<file path="src/core/afc_pkg.sv">
package afc_pkg;
    localparam int DATA_W = 9;
    localparam int DEPTH = 512;
    localparam int CLK_PERIOD_NS = 10;
    // strobe/reset timing in ns; longest of the speed grades
    localparam int RESET_PULSE_NS = 35;
    localparam int RESET_SETUP_NS = 35;
    localparam int RESET_RECOVERY_NS = 10;
    localparam int PULSE_NS = 35;
    localparam int RECOVERY_NS = 10;
    localparam int DATA_SETUP_NS = 18;
    localparam int ACCESS_NS = 35;
    localparam int FLAG_NS = 45;
    localparam logic [3:0] RESET_PULSE_CYC =
        4'((RESET_PULSE_NS + CLK_PERIOD_NS - 1) / CLK_PERIOD_NS);
    localparam logic [3:0] RESET_SETUP_CYC =
        4'((RESET_SETUP_NS + CLK_PERIOD_NS - 1) / CLK_PERIOD_NS);
    localparam logic [3:0] RESET_RECOVERY_CYC =
        4'((RESET_RECOVERY_NS + CLK_PERIOD_NS - 1) / CLK_PERIOD_NS);
    localparam logic [3:0] PULSE_CYC =
        4'((PULSE_NS + CLK_PERIOD_NS - 1) / CLK_PERIOD_NS);
    localparam logic [3:0] RECOVERY_CYC =
        4'((RECOVERY_NS + CLK_PERIOD_NS - 1) / CLK_PERIOD_NS);
    localparam logic [3:0] DATA_SETUP_CYC =
        4'((DATA_SETUP_NS + CLK_PERIOD_NS - 1) / CLK_PERIOD_NS);
    localparam logic [3:0] ACCESS_CYC =
        4'((ACCESS_NS + CLK_PERIOD_NS - 1) / CLK_PERIOD_NS);
    localparam logic [3:0] FLAG_CYC =
        4'((FLAG_NS + CLK_PERIOD_NS - 1) / CLK_PERIOD_NS);
    // register map of the controller, word offsets
    localparam logic [3:0] ADDR_CMD = 4'h0;
    localparam logic [3:0] ADDR_WDATA = 4'h1;
    localparam logic [3:0] ADDR_RDATA = 4'h2;
    localparam logic [3:0] ADDR_STATUS = 4'h3;
    localparam logic [3:0] ADDR_CTRL = 4'h4;
    localparam logic [3:0] ADDR_COUNT = 4'h5;
    // command bits
    localparam int CMD_RESET_BIT = 0;
    localparam int CMD_WRITE_BIT = 1;
    localparam int CMD_READ_BIT = 2;
    localparam int CMD_REPLAY_BIT = 3;
    // status bits
    localparam int ST_BUSY_BIT = 0;
    localparam int ST_EMPTY_BIT = 1;
    localparam int ST_FULL_BIT = 2;
    localparam int ST_HALF_BIT = 3;
    localparam int ST_INIT_BIT = 4;
    localparam int ST_REFUSED_BIT = 5;
    localparam int ST_RVALID_BIT = 6;
    localparam int ST_REPLAY_OK_BIT = 7;
    // control bits
    localparam int CTRL_CHAIN_BIT = 0;
    localparam int CTRL_FIRST_BIT = 1;
    localparam logic [1:0] CTRL_RESET = 2'h0;
    localparam int CNT_W = 16;
    typedef enum logic [2:0] {
        AFC_IDLE,
        AFC_SETUP,
        AFC_PULSE,
        AFC_HOLD,
        AFC_RECOVER
    } afc_state_t;
    typedef enum logic [1:0] {
        AFC_OP_RESET,
        AFC_OP_WRITE,
        AFC_OP_READ,
        AFC_OP_REPLAY
    } afc_op_t;
endpackage : afc_pkg

</file>
<file path="src/core/afc_ctrl.sv">
`timescale 1ns/1ps
// How it works
// device clears both pointers while reset_n_input is low
// no write command is issued before a reset pulse has been sent
// both strobes held high over reset setup and recovery intervals
// device releases half_full_flag_n after reset
// a write strobe starts only while full_flag_n is high
// write data stands before and across the write strobe rising edge
// device stores words in consecutive locations by its own pointer
// half_full_flag_n low past half depth, clears on read rising edge
// full_flag_n low blocks writes; high again after a read
// device ignores write strobe while full
// a read strobe starts only while empty_flag_n is high
// read data bus is taken before the read strobe rises
// empty_flag_n low after last read; further reads refused
// empty_flag_n high again after a write into an empty device
// device ignores read strobe while empty
// first_device_select_n doubles as replay request in single mode
// replay pulse moves the read pointer home, write pointer stays
// both strobes held high during the whole replay pulse
// replay only offered while fewer than depth words written
// replay refused in chain mode; half flag re-read after it
// chain_token_in_n grounded selects single device mode
// words are 9 bits wide in both directions
// full_flag_n asserts after depth writes with no reads
// empty_flag_n asserts when pointers meet
// chain_token_out_n pulses at the device's last location
// depth is a package constant, count width follows it; CNT_W is a fixed 16 here
module afc_ctrl
(
    input wire logic clk_in,
    input wire logic srst_in,
    input wire logic [3:0] addr_in,
    input wire logic [15:0] wdata_in,
    input wire logic wr_in,
    input wire logic rd_in,
    output logic [15:0] rdata_out,
    output logic reset_n_input_out,
    output logic write_n_out,
    output logic read_n_out,
    output logic replay_request_n_out,
    output logic chain_token_in_n_out,
    output logic [8:0] write_data_bus_out,
    input wire logic [8:0] read_data_bus_in,
    input wire logic full_flag_n_in,
    input wire logic empty_flag_n_in,
    input wire logic half_full_flag_n_in
);
    afc_pkg::afc_state_t state;
    afc_pkg::afc_op_t op;
    logic [8:0] wdata_hold;
    logic [8:0] rdata_hold;
    logic [1:0] ctrl;
    logic init_done;
    logic refused;
    logic rvalid;
    logic [afc_pkg::CNT_W-1:0] since_reset;
    logic timer_load;
    logic [3:0] timer_count;
    logic timer_done;
    logic cmd_wr;
    logic accept_reset;
    logic accept_write;
    logic accept_read;
    logic accept_replay;
    logic any_cmd;
    logic replay_ok;
    logic [3:0] pulse_len;

    function automatic logic [3:0] afc_phase_len(input afc_pkg::afc_op_t o,
                                                  input logic pulse);
        if (o == afc_pkg::AFC_OP_RESET)
            afc_phase_len = pulse ? afc_pkg::RESET_PULSE_CYC
                                  : afc_pkg::RESET_RECOVERY_CYC;
        else
            afc_phase_len = pulse ? afc_pkg::PULSE_CYC
                                  : afc_pkg::RECOVERY_CYC;
    endfunction : afc_phase_len

    assign cmd_wr = wr_in && (addr_in == afc_pkg::ADDR_CMD);
    assign any_cmd = cmd_wr && (state == afc_pkg::AFC_IDLE);
    assign replay_ok = !ctrl[afc_pkg::CTRL_CHAIN_BIT] &&
        (since_reset < afc_pkg::CNT_W'(afc_pkg::DEPTH)); // see
    assign accept_reset = any_cmd && wdata_in[afc_pkg::CMD_RESET_BIT];
    assign accept_write = any_cmd && !accept_reset &&
        wdata_in[afc_pkg::CMD_WRITE_BIT] && init_done &&
        full_flag_n_in; // see see see
    assign accept_read = any_cmd && !accept_reset &&
        !wdata_in[afc_pkg::CMD_WRITE_BIT] &&
        wdata_in[afc_pkg::CMD_READ_BIT] && init_done &&
        empty_flag_n_in; // see see
    assign accept_replay = any_cmd && !accept_reset &&
        !wdata_in[afc_pkg::CMD_WRITE_BIT] &&
        !wdata_in[afc_pkg::CMD_READ_BIT] &&
        wdata_in[afc_pkg::CMD_REPLAY_BIT] && init_done && replay_ok;
    assign pulse_len = afc_phase_len(op, 1'b1);

    always_comb
    begin
        timer_load = 1'b0;
        timer_count = 4'h0;
        if (accept_reset)
        begin
            timer_load = 1'b1;
            timer_count = afc_pkg::RESET_SETUP_CYC;
        end
        else if (accept_write)
        begin
            timer_load = 1'b1;
            timer_count = afc_pkg::DATA_SETUP_CYC;
        end
        else if (accept_read || accept_replay)
        begin
            timer_load = 1'b1;
            timer_count = 4'h1;
        end
        else if (timer_done)
        begin
            unique case (state)
                afc_pkg::AFC_SETUP:
                begin
                    timer_load = 1'b1;
                    timer_count = pulse_len;
                end
                afc_pkg::AFC_PULSE:
                begin
                    timer_load = 1'b1;
                    timer_count = afc_phase_len(op, 1'b0);
                end
                afc_pkg::AFC_HOLD:
                begin
                    timer_load = 1'b1;
                    timer_count = afc_pkg::FLAG_CYC;
                end
                afc_pkg::AFC_IDLE, afc_pkg::AFC_RECOVER:
                begin
                    timer_load = 1'b0;
                end
            endcase
        end
    end

    afc_timer u_timer
    (
        .clk_in(clk_in),
        .srst_in(srst_in),
        .load_in(timer_load),
        .count_in(timer_count),
        .done_out(timer_done)
    );

    // sequence: setup, strobe pulse, recovery, flag settle
    always_ff @(posedge clk_in)
    begin
        if (srst_in)
            state <= afc_pkg::AFC_IDLE;
        else if (accept_reset || accept_write || accept_read ||
                 accept_replay)
            state <= afc_pkg::AFC_SETUP;
        else if (timer_done)
        begin
            unique case (state)
                afc_pkg::AFC_IDLE: state <= afc_pkg::AFC_IDLE;
                afc_pkg::AFC_SETUP: state <= afc_pkg::AFC_PULSE;
                afc_pkg::AFC_PULSE: state <= afc_pkg::AFC_HOLD;
                afc_pkg::AFC_HOLD: state <= afc_pkg::AFC_RECOVER;
                afc_pkg::AFC_RECOVER: state <= afc_pkg::AFC_IDLE;
            endcase
        end
    end

    always_ff @(posedge clk_in)
    begin
        if (srst_in)
            op <= afc_pkg::AFC_OP_RESET;
        else if (accept_reset)
            op <= afc_pkg::AFC_OP_RESET;
        else if (accept_write)
            op <= afc_pkg::AFC_OP_WRITE;
        else if (accept_read)
            op <= afc_pkg::AFC_OP_READ;
        else if (accept_replay)
            op <= afc_pkg::AFC_OP_REPLAY;
    end

    // strobes stay high outside their own pulse phase, so reset and
    // replay always see both strobes idle
    always_ff @(posedge clk_in)
    begin
        if (srst_in)
        begin
            reset_n_input_out <= 1'b1;
            write_n_out <= 1'b1;
            read_n_out <= 1'b1;
            replay_request_n_out <= 1'b1;
        end
        else
        begin
            reset_n_input_out <= !(state == afc_pkg::AFC_SETUP &&
                timer_done && op == afc_pkg::AFC_OP_RESET) &&
                !(state == afc_pkg::AFC_PULSE && !timer_done &&
                op == afc_pkg::AFC_OP_RESET); // see
            write_n_out <= !(state == afc_pkg::AFC_SETUP &&
                timer_done && op == afc_pkg::AFC_OP_WRITE) &&
                !(state == afc_pkg::AFC_PULSE && !timer_done &&
                op == afc_pkg::AFC_OP_WRITE); // see
            read_n_out <= !(state == afc_pkg::AFC_SETUP &&
                timer_done && op == afc_pkg::AFC_OP_READ) &&
                !(state == afc_pkg::AFC_PULSE && !timer_done &&
                op == afc_pkg::AFC_OP_READ);
            // chain mode: a level that copies CTRL_FIRST_BIT, grounded while that bit is clear and high while it is set
            replay_request_n_out <= ctrl[afc_pkg::CTRL_CHAIN_BIT] ?
                ctrl[afc_pkg::CTRL_FIRST_BIT] :
                !(state == afc_pkg::AFC_SETUP && timer_done &&
                op == afc_pkg::AFC_OP_REPLAY) &&
                !(state == afc_pkg::AFC_PULSE && !timer_done &&
                op == afc_pkg::AFC_OP_REPLAY); // see see
        end
    end

    // chain_token_in_n carries the chain bit: high in chain mode, grounded in single mode
    always_ff @(posedge clk_in)
    begin
        if (srst_in)
            chain_token_in_n_out <= 1'b0;
        else
            chain_token_in_n_out <= ctrl[afc_pkg::CTRL_CHAIN_BIT];
    end

    always_ff @(posedge clk_in)
    begin
        if (srst_in)
            wdata_hold <= 9'h000;
        else if (wr_in && addr_in == afc_pkg::ADDR_WDATA &&
                 state == afc_pkg::AFC_IDLE)
            wdata_hold <= wdata_in[8:0];
    end

    always_ff @(posedge clk_in)
    begin
        if (srst_in)
            write_data_bus_out <= 9'h000;
        else
            write_data_bus_out <= wdata_hold;
    end

    // sample late in the pulse, after access time and before the rise
    always_ff @(posedge clk_in)
    begin
        if (srst_in)
            rdata_hold <= 9'h000;
        else if (state == afc_pkg::AFC_PULSE && timer_done &&
                 op == afc_pkg::AFC_OP_READ)
            rdata_hold <= read_data_bus_in; // see
    end

    always_ff @(posedge clk_in)
    begin
        if (srst_in)
            rvalid <= 1'b0;
        else if (state == afc_pkg::AFC_PULSE && timer_done &&
                 op == afc_pkg::AFC_OP_READ)
            rvalid <= 1'b1;
        else if (rd_in && addr_in == afc_pkg::ADDR_RDATA)
            rvalid <= 1'b0;
    end

    always_ff @(posedge clk_in)
    begin
        if (srst_in)
            init_done <= 1'b0;
        else if (state == afc_pkg::AFC_RECOVER && timer_done &&
                 op == afc_pkg::AFC_OP_RESET)
            init_done <= 1'b1;
    end

    // writes since reset; saturates so replay stays refused once wrapped
    always_ff @(posedge clk_in)
    begin
        if (srst_in)
            since_reset <= '0;
        else if (accept_reset)
            since_reset <= '0;
        else if (accept_write && since_reset != '1)
            since_reset <= since_reset + 1'b1; // see
    end

    always_ff @(posedge clk_in)
    begin
        if (srst_in)
            refused <= 1'b0;
        else if (cmd_wr && !(accept_reset || accept_write ||
                 accept_read || accept_replay) &&
                 wdata_in[3:0] != 4'h0)
            refused <= 1'b1;
        else if (accept_reset || accept_write || accept_read ||
                 accept_replay)
            refused <= 1'b0;
    end

    always_ff @(posedge clk_in)
    begin
        if (srst_in)
            ctrl <= afc_pkg::CTRL_RESET;
        else if (wr_in && addr_in == afc_pkg::ADDR_CTRL &&
                 state == afc_pkg::AFC_IDLE)
            ctrl <= wdata_in[1:0];
    end

    always_ff @(posedge clk_in)
    begin
        if (srst_in)
            rdata_out <= 16'h0000;
        else if (rd_in)
        begin
            unique case (addr_in)
                afc_pkg::ADDR_WDATA: rdata_out <= {7'h00, wdata_hold};
                afc_pkg::ADDR_RDATA: rdata_out <= {7'h00, rdata_hold};
                afc_pkg::ADDR_STATUS:
                    rdata_out <= {8'h00, replay_ok, rvalid, refused,
                        init_done, !half_full_flag_n_in, !full_flag_n_in,
                        !empty_flag_n_in,
                        state != afc_pkg::AFC_IDLE}; // see
                afc_pkg::ADDR_CTRL: rdata_out <= {14'h0000, ctrl};
                afc_pkg::ADDR_COUNT: rdata_out <= since_reset;
                default: rdata_out <= 16'h0000;
            endcase
        end
        else
            rdata_out <= 16'h0000;
    end
endmodule : afc_ctrl

</file>
<file path="src/core/afc_timer.sv">
`timescale 1ns/1ps
// down counter that paces each phase of a strobe sequence
module afc_timer
(
    input wire logic clk_in,
    input wire logic srst_in,
    input wire logic load_in,
    input wire logic [3:0] count_in,
    output logic done_out
);
    logic [3:0] remain;

    always_ff @(posedge clk_in)
    begin
        if (srst_in)
            remain <= 4'h0;
        else if (load_in)
            remain <= count_in;
        else if (remain != 4'h0)
            remain <= remain - 4'h1;
    end

    always_ff @(posedge clk_in)
    begin
        if (srst_in)
            done_out <= 1'b1;
        else if (load_in)
            done_out <= (count_in <= 4'h1);
        else
            done_out <= (remain <= 4'h2);
    end
endmodule : afc_timer

</file>
<file path="config.mk">
export PLATFORM = sky130hd
export DESIGN_NAME = afc_ctrl
export DESIGN_NICKNAME = d
export VERILOG_FILES = /design/src/core/afc_pkg.sv /design/src/core/afc_ctrl.sv /design/src/core/afc_timer.sv
export SDC_FILE = /design/constraint.sdc
export NUM_CORES = 1
export LEC_CHECK = 0
export BUFFER_PORTS_ARGS = -buffer_cell sky130_fd_sc_hd__buf_2
export CAP_MARGIN = 20
export CELL_PAD_IN_SITES_DETAIL_PLACEMENT = 0
export CELL_PAD_IN_SITES_GLOBAL_PLACEMENT = 1
export CORE_ASPECT_RATIO = 0.6
export CORE_MARGIN = 8
export CORE_UTILIZATION = 41
export DETAILED_ROUTE_END_ITERATION = 16
export PLACE_DENSITY = 0.74
export SLEW_MARGIN = 20
export SYNTH_ARGS = -nofsm -noshare
export SYNTH_HDL_FRONTEND = slang
export SYNTH_SLANG_ARGS = --single-unit
</file>
<file path="constraint.sdc">
create_clock -name clk_in -period 2.4 [get_ports clk_in]
set_clock_uncertainty 0.15 [all_clocks]
set_input_delay 0.12 -clock clk_in [delete_from_list [all_inputs] [get_ports clk_in]]
set_output_delay 0.12 -clock clk_in [all_outputs]
set_load 0.1 [all_outputs]
</file>
==> results of run 1 <==
critical path: cells and delay by family (launching register included):
| kind | cells | cell delay [ns] |
|---|---|---|
| xor+xnor | 1 | 0.16 |
| buf+inv | 1 | 0.29 |
| compound gates | 1 | 0.42 |
| simple gates | 3 | 0.68 |
| flops | 1 | 0.41 |
where the power goes:
part           internal [W]  switching [W]
Combinational      0.000186       0.000229
Clock              0.000916       0.000546
Sequential          0.00136      0.0000521
Total               0.00246       0.000827
through the flow:
stage,util (%),cells,hold WS [ns],cell area (um2)
2_1_floorplan,-,369,0.1005,3392
3_3_place_gp,48.63,534,0.2020,3864
3_5_place_dp,48.63,534,0.2123,3864
4_1_cts,55.57,573,0.07108,4415
5_1_grt,55.57,573,0.06974,4415
6_report,55.57,573,0.06924,4415
cells by family after synthesis:
logic type | after synthesis
xor+xnor | 9
simple gates | 160
buf+inv | 32
fa+ha+maj | 3
compound gates | 73
mux | 13
flops | 79
sequential cells by signal (all words and copies together), names as in the netlist, 2 cells and up:
signal / count
rdata_out: 16
since_reset: 16
u_timer.remain: 4
wdata_hold: 9
state: 3
op: 2
ctrl: 2
write_data_bus_out: 9
rdata_hold: 9
layout make-up:
cell class                 instances  area, um2  share of cell area (%)
inverter                          13      48.80                   1.105
sequential                        79       1582                   35.82
tap                              108      135.1                   3.060
clock buffer                      10      229.0                   5.186
timing repair buffer              99      655.6                   14.85
multi-input combinational        258       1673                   37.89
clock inverter                     6      92.59                   2.097
synthesized netlist by cell type, types with 9 or more instances:
library cell and n:
dfxtp_1 79, nor2_1 44, nand2_1 33, a21oi_1 26
nand3_1 16, inv_1 13, nor2b_1 13, mux2i_1 12
and2_1 11, a222oi_1 9, clkbuf_1 9, xnor2_1 9
what timing repair did:
action / in CTS / in global routing
endpoints found under the hold margin: 25 / 0
setup buffers: 0 / 0
hold buffers: 23 / 0
per-layer routing:
layer	vias up	track usage, %	wire (um)
li1	1513	-	-
met1	1440	21.50	4526
met3	11	5.254	636
met4	0	4.863	107
met2	101	25.16	3916
met5	-	0	0
worst max-delay path by stage:
stage / start / endpoint / cells after the start
CTS: since_reset[0] / since_reset[15] / 6
global placement: state[1] / since_reset[10] / 6
floorplan: state[1] / since_reset[7] / 7
detailed placement: since_reset[0] / since_reset[15] / 6
global route: state[1] / since_reset[4] / 6
finish: state[1] / since_reset[10] / 6
==> impl_metrics.env, run 1 <==
export IMPL_antenna_cells=0
export IMPL_fin_crit_ns=2.209
export IMPL_synth_seq_cells=79
export IMPL_synth_adder_area_share_pct=1.107
export IMPL_syn_to_final_growth_pct=30.17
export IMPL_wirelength_mm=9.186
export IMPL_grt_total_usage_pct=16.39
export IMPL_clk_insertion_delay_late_ns=0.34
export IMPL_drt_iter0_drc=257
export IMPL_grt_pass1_wl_mm=15.12
export IMPL_hp_class="input port to flip-flop"
export IMPL_final_common_cell="dfxtp_1"
export IMPL_ys_top_cells_by_area="dfxtp_1 47%, nor2_1 4.9%, a21oi_1 3.8%"
export IMPL_maxClockFrequency_mhz=452.6
export IMPL_syn_cell_area_mm2=0.003392
export IMPL_required_ns=2.48
export IMPL_synth_warnings=0
export IMPL_final_fill_count=736
export IMPL_rsz0062_at_grt="false"
export IMPL_synthDistinctLibCells=57
export IMPL_postSynthNetCount=408
export IMPL_postCtsResizedCells=0
export IMPL_max_stage_delay_ns=0.42
export IMPL_dp_hpwl_mm=6.711
export IMPL_holdCritStartpoint="empty_flag_n_in"
export IMPL_synthSimpleGateAreaFrac_pct=25.86
export IMPL_final_nets=499
export IMPL_setup_violations=0
export IMPL_routed_via_count=3065
export IMPL_slew_violations=0
export IMPL_h_tree_depth=3
export IMPL_grt_max_degree=39
export IMPL_drt_pre_antenna_iters=7
export IMPL_io_pins=66
export IMPL_cp_max_fo=16
export IMPL_hold_viol=0
export IMPL_p_leak_nw=1.772
export IMPL_port_buffers=58
export IMPL_powerDensity_mw_per_mm2=744.3
export IMPL_core_region_area_mm2=0.007945
export IMPL_yosysTopAreaCell="dfxtp_1"
export IMPL_worstPathArrival_ns=2.29
export IMPL_r2r_end="since_reset[10]"
export IMPL_pre_cts_slack_ns=0.1986
export IMPL_holdPathEnd="rdata_out[1]"
export IMPL_timing_final_ws_setup_ns=0.1907
export IMPL_final_cell_mix="79 x dfxtp_1, 58 x buf_2, 44 x nor2_1, 33 x nand2_1, 26 x a21oi_1"
export IMPL_ir_worst_vdd_v=0.0003336
export IMPL_cts_tree="yes"
export IMPL_clock_path_buffers=2
export IMPL_maxCapViolations=0
export IMPL_reg2reg_depth=6
export IMPL_crit_type="flip-flop to flip-flop"
export IMPL_period_share_pct=92.05
export IMPL_syn_area_per_cell_um2=9.192
export IMPL_first_global_vias=2971
export IMPL_worstReg2RegStart="state[1]"
export IMPL_cts_sinks=79
export IMPL_end_kind="flip-flop"
export IMPL_avgViaCountPerCell=5.349
export IMPL_cts_buffers=9
export IMPL_synthMuxAreaShare_pct=3.984
export IMPL_clock_root_buffer="clkbuf_16"
export IMPL_dieHeight_um=86.46
export IMPL_status="finished clean"
export IMPL_synthFlopType="dfxtp_1"
export IMPL_synth_top_family_by_area="simple AND/OR/NAND/NOR gates"
export IMPL_relSlewSlack_pct=32.05
export IMPL_drc=0
export IMPL_crit_chain="nor4b_4, buf_4, nand4_2, a2111oi_2, xnor2_1, nor2_1"
export IMPL_tightest_slew_ns=1.010
export IMPL_synth_xor_area_share_pct=2.324
export IMPL_dieArea_mm2=0.01154
export IMPL_synth_top_area_share_pct=46.62
export IMPL_die_w_um=133.4
export IMPL_wl_per_cell_um=16.03
export IMPL_std_cell_rows=25
export IMPL_antenna_left=0
export IMPL_hold_path_depth=4
export IMPL_postSynthCellCount=369
export IMPL_antenna_found_initial=0
export IMPL_rrSetupSlack_ns=0.19
export IMPL_start_util_pct=42.69
export IMPL_start_kind="flip-flop"
export IMPL_gp_congestion=0.8310
export IMPL_power_total_w=0.003287
export IMPL_synth_edf_count=0
export IMPL_grt_ovfl_total=0
export IMPL_synth_compound_area_share_pct=16.05
export IMPL_clk_transition_reported_paths_ns=0.06
export IMPL_async_flop_share_pct=0
export IMPL_finalSetupTns_ns=0
export IMPL_slowest_stage="a2111oi_2"
export IMPL_yosysSeqAreaShare_pct=46.62
export IMPL_drive_above_1_share_pct=23.23
(Power assumes the default switching activity.)
==> run 2, diff against run 1 <==
--- a/config.mk
+++ b/config.mk
@@ -11,10 +11,12 @@
 export CELL_PAD_IN_SITES_GLOBAL_PLACEMENT = 1
 export CORE_ASPECT_RATIO = 0.6
 export CORE_MARGIN = 8
-export CORE_UTILIZATION = 41
+export CORE_UTILIZATION = 42
 export DETAILED_ROUTE_END_ITERATION = 16
-export PLACE_DENSITY = 0.74
+export PLACE_DENSITY = 0.76
+export SKIP_CTS_REPAIR_TIMING = 1
 export SLEW_MARGIN = 20
 export SYNTH_ARGS = -nofsm -noshare
 export SYNTH_HDL_FRONTEND = slang
+export SYNTH_HIERARCHICAL = 1
 export SYNTH_SLANG_ARGS = --single-unit
==> constraint.sdc (replaced) <==
create_clock -name clk_in -period 2.4 [get_ports clk_in]
set_clock_uncertainty 0.15 [all_clocks]
set_input_delay 0.24 -clock clk_in [delete_from_list [all_inputs] [get_ports clk_in]]
set_output_delay 0.24 -clock clk_in [all_outputs]
set_load 0.1 [all_outputs]
==> impl_metrics.env, run 2 <==
export IMPL_relSlewSlack_pct=56.77
export IMPL_dp_cells=530
export IMPL_drive_above_1_share_pct=24.09
export IMPL_wirelength_mm=8.699
export IMPL_dieArea_mm2=0.01145
export IMPL_end_kind="flip-flop"
export IMPL_crit_type="flip-flop to flip-flop"
export IMPL_maxCapViolations=0
export IMPL_r2r_end="u_timer/remain[3]"
export IMPL_cts_buffers=9
export IMPL_final_nets=475
export IMPL_powerDensity_mw_per_mm2=768.3
export IMPL_tightest_slew_ns=0.6485
export IMPL_synthFlopType="dfxtp_1"
export IMPL_setup_violations=0
export IMPL_final_fill_count=753
export IMPL_std_cell_rows=25
export IMPL_reg_top3="rdata_out (16), since_reset (16)"
export IMPL_crit_end="u_timer/remain[3]"
export IMPL_finalSetupTns_ns=0
export IMPL_syn_to_final_growth_pct=22.99
export IMPL_clk_transition_reported_paths_ns=0.06
export IMPL_violations="hold timing"
export IMPL_drt_pre_antenna_iters=4
export IMPL_required_ns=2.46
export IMPL_cts_tree="yes"
export IMPL_p_leak_nw=1.864
export IMPL_reg2reg_depth=8
export IMPL_grt_pass1_wl_mm=13.98
export IMPL_grt_total_usage_pct=15.46
export IMPL_cpMostUsedCell="buf_4"
export IMPL_fin_crit_ns=2.134
export IMPL_crit_start="since_reset[13]"
export IMPL_max_stage_delay_ns=0.38
export IMPL_antenna_found_initial=1
export IMPL_routed_via_count=2864
export IMPL_finalNonFillerCells=548
export IMPL_worstReg2RegStart="since_reset[13]"
export IMPL_antenna_left=0
export IMPL_final_cell_mix="79 x dfxtp_1, 58 x buf_2, 56 x nor2_1, 22 x nand2_1, 22 x mux2i_1"
export IMPL_io_pins=66
export IMPL_port_buffers=58
export IMPL_grt_ovfl_total=0
export IMPL_drt_iter0_drc=186
export IMPL_hold_path_depth=3
export IMPL_rrSetupSlack_ns=0.27
export IMPL_postSynthCellCount=366
export IMPL_clock_path_buffers=2
export IMPL_post_route_util_pct=53.53
export IMPL_h_tree_depth=3
export IMPL_cts_sinks=79
export IMPL_period_share_pct=88.90
export IMPL_clock_root_buffer="clkbuf_16"
export IMPL_syn_cell_area_mm2=0.003445
export IMPL_start_util_pct=43.53
export IMPL_synth_edf_count=0
export IMPL_maxClockFrequency_mhz=468.7
export IMPL_post_synth_top_count_cell="dfxtp_1"
export IMPL_wl_per_cell_um=15.87
export IMPL_worst_hold_slack_ns=-0.01726
export IMPL_avgViaCountPerCell=5.226
export IMPL_synthDistinctLibCells=57
export IMPL_dp_hpwl_mm=6.412
export IMPL_slew_violations=0
export IMPL_crit_chain="nor4_1, buf_4, nand4_1, a31oi_1, nand2b_1, buf_4, or2_2, o32ai_1"
export IMPL_antenna_cells=0
export IMPL_synth_commonest_cells="79 x dfxtp_1, 56 x nor2_1, 22 x mux2i_1, 22 x nand2_1, 16 x nor2b_1"
export IMPL_synth_top_area_share_pct=45.91
export IMPL_async_flop_share_pct=0
export IMPL_die_w_um=132.9
export IMPL_gp_congestion=0.7997
export IMPL_status="finished with violations"
export IMPL_hold_viol=7
export IMPL_ir_worst_vdd_v=0.0004065
export IMPL_dieHeight_um=86.15
export IMPL_syn_area_per_cell_um2=9.411
export IMPL_clk_insertion_delay_late_ns=0.34
export IMPL_cp_max_fo=6
export IMPL_worstPathArrival_ns=2.19
export IMPL_synth_seq_cells=79
export IMPL_final_common_cell="dfxtp_1"
export IMPL_start_kind="flip-flop"
export IMPL_rsz0062_at_grt="false"
export IMPL_core_region_area_mm2=0.007914
export IMPL_slowest_stage="nor4_1"
export IMPL_ys_top_cells_by_area="dfxtp_1 46%, mux2i_1 6.4%, nor2_1 6.1%"
export IMPL_drc=0
export IMPL_grt_max_degree=25
export IMPL_first_global_vias=2693
export IMPL_yosysSeqAreaShare_pct=45.91
export IMPL_synth_warnings=6
export IMPL_yosysTopAreaCell="dfxtp_1"
export IMPL_hp_class="input port to flip-flop"
[run 2: cell types whose count changed in the layout (fill, tap and decap cells not counted), sizes merged, moves of 7 or more]
cell         before  now
mux2              1   10
a21oi            26   12
dlygate4sd3      23    2
a222oi            9    2
mux2i            12   22
nor2             44   56
nand3            16    5
xor2              0   10
nand2            33   23
[run 2: routing by layer]
layer  part of all wire, %  track usage (%)  vias up
met5                 0.092                0        -
met4                   1.2            5.533        2
met3                   7.3            6.126       10
met2                    41            21.54       71
met1                    51            20.87     1345
li1                      -                -     1436
[run 2: per-stage QoR]
stage	setup WS (ns)	power, W	instance area [um2]	hold slack, ns
after floorplan	0.3746	0.001734	3448	0.1591
after global placement	0.3302	0.001833	3902	0.2633
after detailed placement	0.3231	0.001846	3902	0.2625
after CTS	0.2827	0.003282	4217	-0.05462
after global routing	0.1594	0.003379	4237	0.0006116
final	0.2664	0.003255	4237	-0.01726
[run 2: worst max-delay path: cells and delay by family, from the launching register on]
family / cells / cell delay, ns
buffers and inverters: 2 / 0.35
AO/OA/AOI/OAI: 2 / 0.36
flip-flops: 1 / 0.35
AND/OR/NAND/NOR: 4 / 0.80
[run 2: cells by family (layout without fill, tap and decap cells)]
kind of cell,count (synthesis),in the layout,share of synthesized area [%]
AOI/OAI and AO/OA,55,55,11.55
xor gates and xnor gates,13,13,3.306
adders and majority gates,4,4,1.453
buffers and inverters,25,98,3.451
DFF,79,79,45.91
muxes,32,32,9.662
other,1,2,0.1089
and+or+nand+nor,157,157,24.56
[run 2: how the worst min path moves through the flow]
| stage | start | to |
|---|---|---|
| final | read_data_bus_in[5] | rdata_hold[5] |
| after CTS | srst_in | rdata_hold[1] |
| after global routing | wdata_in[4] | wdata_hold[4] |
| after floorplan | srst_in | u_timer/remain[2] |
| after global placement | op[1] | read_n_out |
| after detailed placement | op[1] | read_n_out |
[run 2: layout make-up]
type	instances	area (um2)	area share (%)
Sequential cell	79	1582	37.33
Clock buffer	10	229.0	5.405
Multi-Input combinational cell	263	1748	41.26
Clock inverter	6	85.08	2.008
Tap cell	108	135.1	3.190
Inverter	8	30.03	0.7088
Timing Repair Buffer	74	427.9	10.10
[run 2: power by group]
group / internal [W] / switching, W / total (W) / leakage [nW]
Sequential: 0.00136 / 0.0000516 / 0.00141 / 0.638
Clock: 0.000906 / 0.000526 / 0.00143 / 0.148
Combinational: 0.000191 / 0.000220 / 0.000410 / 1.08
==> run 3, diff against run 2 <==
--- a/config.mk
+++ b/config.mk
@@ -5,15 +5,16 @@
 export SDC_FILE = /design/constraint.sdc
 export NUM_CORES = 1
 export LEC_CHECK = 0
+export ABC_AREA = 1
 export BUFFER_PORTS_ARGS = -buffer_cell sky130_fd_sc_hd__buf_2
 export CAP_MARGIN = 20
 export CELL_PAD_IN_SITES_DETAIL_PLACEMENT = 0
 export CELL_PAD_IN_SITES_GLOBAL_PLACEMENT = 1
 export CORE_ASPECT_RATIO = 0.6
 export CORE_MARGIN = 8
-export CORE_UTILIZATION = 42
+export CORE_UTILIZATION = 39
 export DETAILED_ROUTE_END_ITERATION = 16
-export PLACE_DENSITY = 0.76
+export PLACE_DENSITY = 0.74
 export SKIP_CTS_REPAIR_TIMING = 1
 export SLEW_MARGIN = 20
 export SYNTH_ARGS = -nofsm -noshare
==> constraint.sdc (replaced) <==
create_clock -name clk_in -period 2.2 [get_ports clk_in]
set_clock_uncertainty 0.15 [all_clocks]
set_input_delay 0.22 -clock clk_in [delete_from_list [all_inputs] [get_ports clk_in]]
set_output_delay 0.22 -clock clk_in [all_outputs]
set_load 0.1 [all_outputs]
==> impl_metrics.env, run 3 <==
export IMPL_status="finished with violations"
export IMPL_violations="hold timing"
export IMPL_setup_violations=0
export IMPL_synth_edf_count=0
export IMPL_gp_congestion=0.8575
export IMPL_gr_usage_met2_pct=22.25
export IMPL_reg_top3="rdata_out (16), since_reset (16)"
export IMPL_tightest_slew_ns=0.6343
export IMPL_final_cell_mix="79 x dfxtp_1, 78 x inv_1, 75 x nand2_1, 69 x nor2_1, 58 x buf_2"
export IMPL_ir_worst_vdd_v=0.0003771
export IMPL_wl_per_cell_um=14.38
export IMPL_post_synth_top_count_cell="dfxtp_1"
export IMPL_grtUsageMet3_pct=4.770
export IMPL_hp_class="input port to flip-flop"
export IMPL_grt_pass1_wl_mm=15.12
export IMPL_gr_usage_met1_pct=23.80
export IMPL_slew_violations=0
export IMPL_synthDistinctLibCells=36
export IMPL_dieArea_mm2=0.01228
export IMPL_clk_insertion_delay_late_ns=0.34
export IMPL_std_cell_rows=26
export IMPL_dieHeight_um=89.09
export IMPL_yosysTopAreaCell="dfxtp_1"
export IMPL_period_share_pct=88.68
export IMPL_final_common_cell="dfxtp_1"
export IMPL_postSynthNetCount=520
export IMPL_relSlewSlack_pct=57.61
export IMPL_antenna_found_initial=0
export IMPL_finalNonFillerCells=670
export IMPL_cp_max_fo=5
export IMPL_avgViaCountPerCell=4.763
export IMPL_antenna_cells=0
export IMPL_final_nets=593
export IMPL_drc=0
export IMPL_die_w_um=137.8
export IMPL_finalSetupTns_ns=0
export IMPL_drive_above_1_share_pct=20.43
export IMPL_holdCritStartpoint="read_data_bus_in[7]"
export IMPL_dp_hpwl_mm=7.467
export IMPL_synth_commonest_cells="79 x dfxtp_1, 78 x inv_1, 75 x nand2_1"
export IMPL_dp_cells=654
export IMPL_synth_warnings=6
export IMPL_fin_crit_ns=1.951
export IMPL_start_kind="flip-flop"
export IMPL_routed_via_count=3191
export IMPL_core_region_area_mm2=0.008588
export IMPL_io_pins=66
export IMPL_syn_area_per_cell_um2=7.234
export IMPL_wirelength_mm=9.635
export IMPL_worst_hold_slack_ns=-0.004043
export IMPL_drt_iter0_drc=168
export IMPL_antenna_left=0
export IMPL_crit_type="flip-flop to flip-flop"
export IMPL_maxCapViolations=0
export IMPL_drt_pre_antenna_iters=4
export IMPL_grt_ovfl_total=0
export IMPL_cts_tree="yes"
export IMPL_ys_top_cells_by_area="dfxtp_1 46%, inv_1 8.4%, nand2_1 8.1%"
export IMPL_required_ns=2.33
export IMPL_worstReg2RegStart="state[1]"
export IMPL_clk_transition_reported_paths_ns=0.06
export IMPL_clock_path_buffers=2
export IMPL_p_leak_nw=1.856
export IMPL_rrSetupSlack_ns=0.25
export IMPL_worstPathArrival_ns=2.08
export IMPL_yosysSeqAreaShare_pct=45.55
export IMPL_holdPathEnd="rdata_hold[7]"
export IMPL_h_tree_depth=3
export IMPL_grt_max_degree=22
export IMPL_first_global_vias=2939
export IMPL_rsz0062_at_grt="false"
export IMPL_cts_buffers=9
export IMPL_cts_sinks=79
export IMPL_maxClockFrequency_mhz=512.6
export IMPL_syn_cell_area_mm2=0.003472
export IMPL_synthFlopType="dfxtp_1"
export IMPL_start_util_pct=40.43
export IMPL_hold_path_depth=3
export IMPL_synth_seq_cells=79
export IMPL_grt_busiest_layer="met1"
export IMPL_clock_root_buffer="clkbuf_16"
export IMPL_reg2reg_depth=13
export IMPL_end_kind="flip-flop"
export IMPL_r2r_end="u_timer/remain[1]"
export IMPL_powerDensity_mw_per_mm2=851.1
export IMPL_postSynthCellCount=480
export IMPL_grt_total_usage_pct=16.26
export IMPL_hold_viol=1
export IMPL_port_buffers=58
export IMPL_synth_top_area_share_pct=45.55
export IMPL_async_flop_share_pct=0
export IMPL_final_fill_count=878
export IMPL_power_total_w=0.003657
export IMPL_syn_to_final_growth_pct=23.75
==> run 3: cell count changes in the layout (fill, tap and decap cells not counted), sizes merged, moves of 13 or more <==
cell	before	now
nand2	23	79
nor2	56	78
mux2i	22	0
inv	8	84
o22ai	2	15
o21ai	5	31
nand3	5	28
a21oi	12	38
nor2b	16	0
==> run 3: power by group <==
| part | total, W | switching, W | leakage [nW] | internal, W |
|---|---|---|---|---|
| Combinational | 0.000481 | 0.000309 | 1.06 | 0.000172 |
| Clock | 0.00165 | 0.000597 | 0.158 | 0.00105 |
| Sequential | 0.00153 | 0.0000454 | 0.638 | 0.00148 |
==> run 3: critical path, cell delays in order, from the launching register on <==
cell,delay (ns)
dfxtp_1,0.35
nor2_4,0.15
nand2_2,0.12
nor2_1,0.19
nand3_1,0.15
nand4_1,0.15
o21bai_2,0.17
buf_4,0.17
nand2_1,0.05
inv_1,0.04
nor2_1,0.03
nand2_1,0.06
nand2_1,0.04
nor2_1,0.07
==> run 3: metal layers <==
metal	up-vias	share of wire (%)
li1	1689	-
met1	1452	54
met2	45	40
met3	5	5.4
met4	0	0.59
met5	-	0
==> run 3: metrics by stage <==
stage                     cell area [um2]  worst slack (ns)  util [%]
after floorplan                      3472            0.3871         -
after global placement               3960            0.1859     46.11
after detailed placement             3960            0.1616     46.11
after CTS                            4293            0.1817     49.99
after global routing                 4297           0.06500     50.03
final                                4297            0.2490     50.03
==> run 3: layout make-up <==
cell class,count,area [um2],area share [%]
clock buffer,11,252.7,5.882
clock inverter,5,80.08,1.864
inverter,84,315.3,7.338
multi-input combinational,309,1546,35.99
sequential,79,1582,36.81
tap,112,140.1,3.261
timing repair buffer,70,380.4,8.853
==> run 3: logic make-up after synthesis <==
| kind of cell | synth area share [%] |
|---|---|
| simple gates | 28.54 |
| other cells | 0.1080 |
| buf+inv | 10.02 |
| flops | 45.55 |
| compound gates | 14.34 |
| fa+ha+maj | 1.441 |
==> run 3: how the worst max path moves through the flow <==
stage                                   end  slack (ns)       start
final                     u_timer/remain[1]        0.25    state[1]
after global routing      u_timer/remain[1]        0.06    state[1]
after CTS                 u_timer/remain[1]        0.18    state[1]
after detailed placement  u_timer/remain[1]        0.16  addr_in[0]
after global placement    u_timer/remain[1]        0.19  addr_in[0]
after floorplan           u_timer/remain[1]        0.39    state[1]
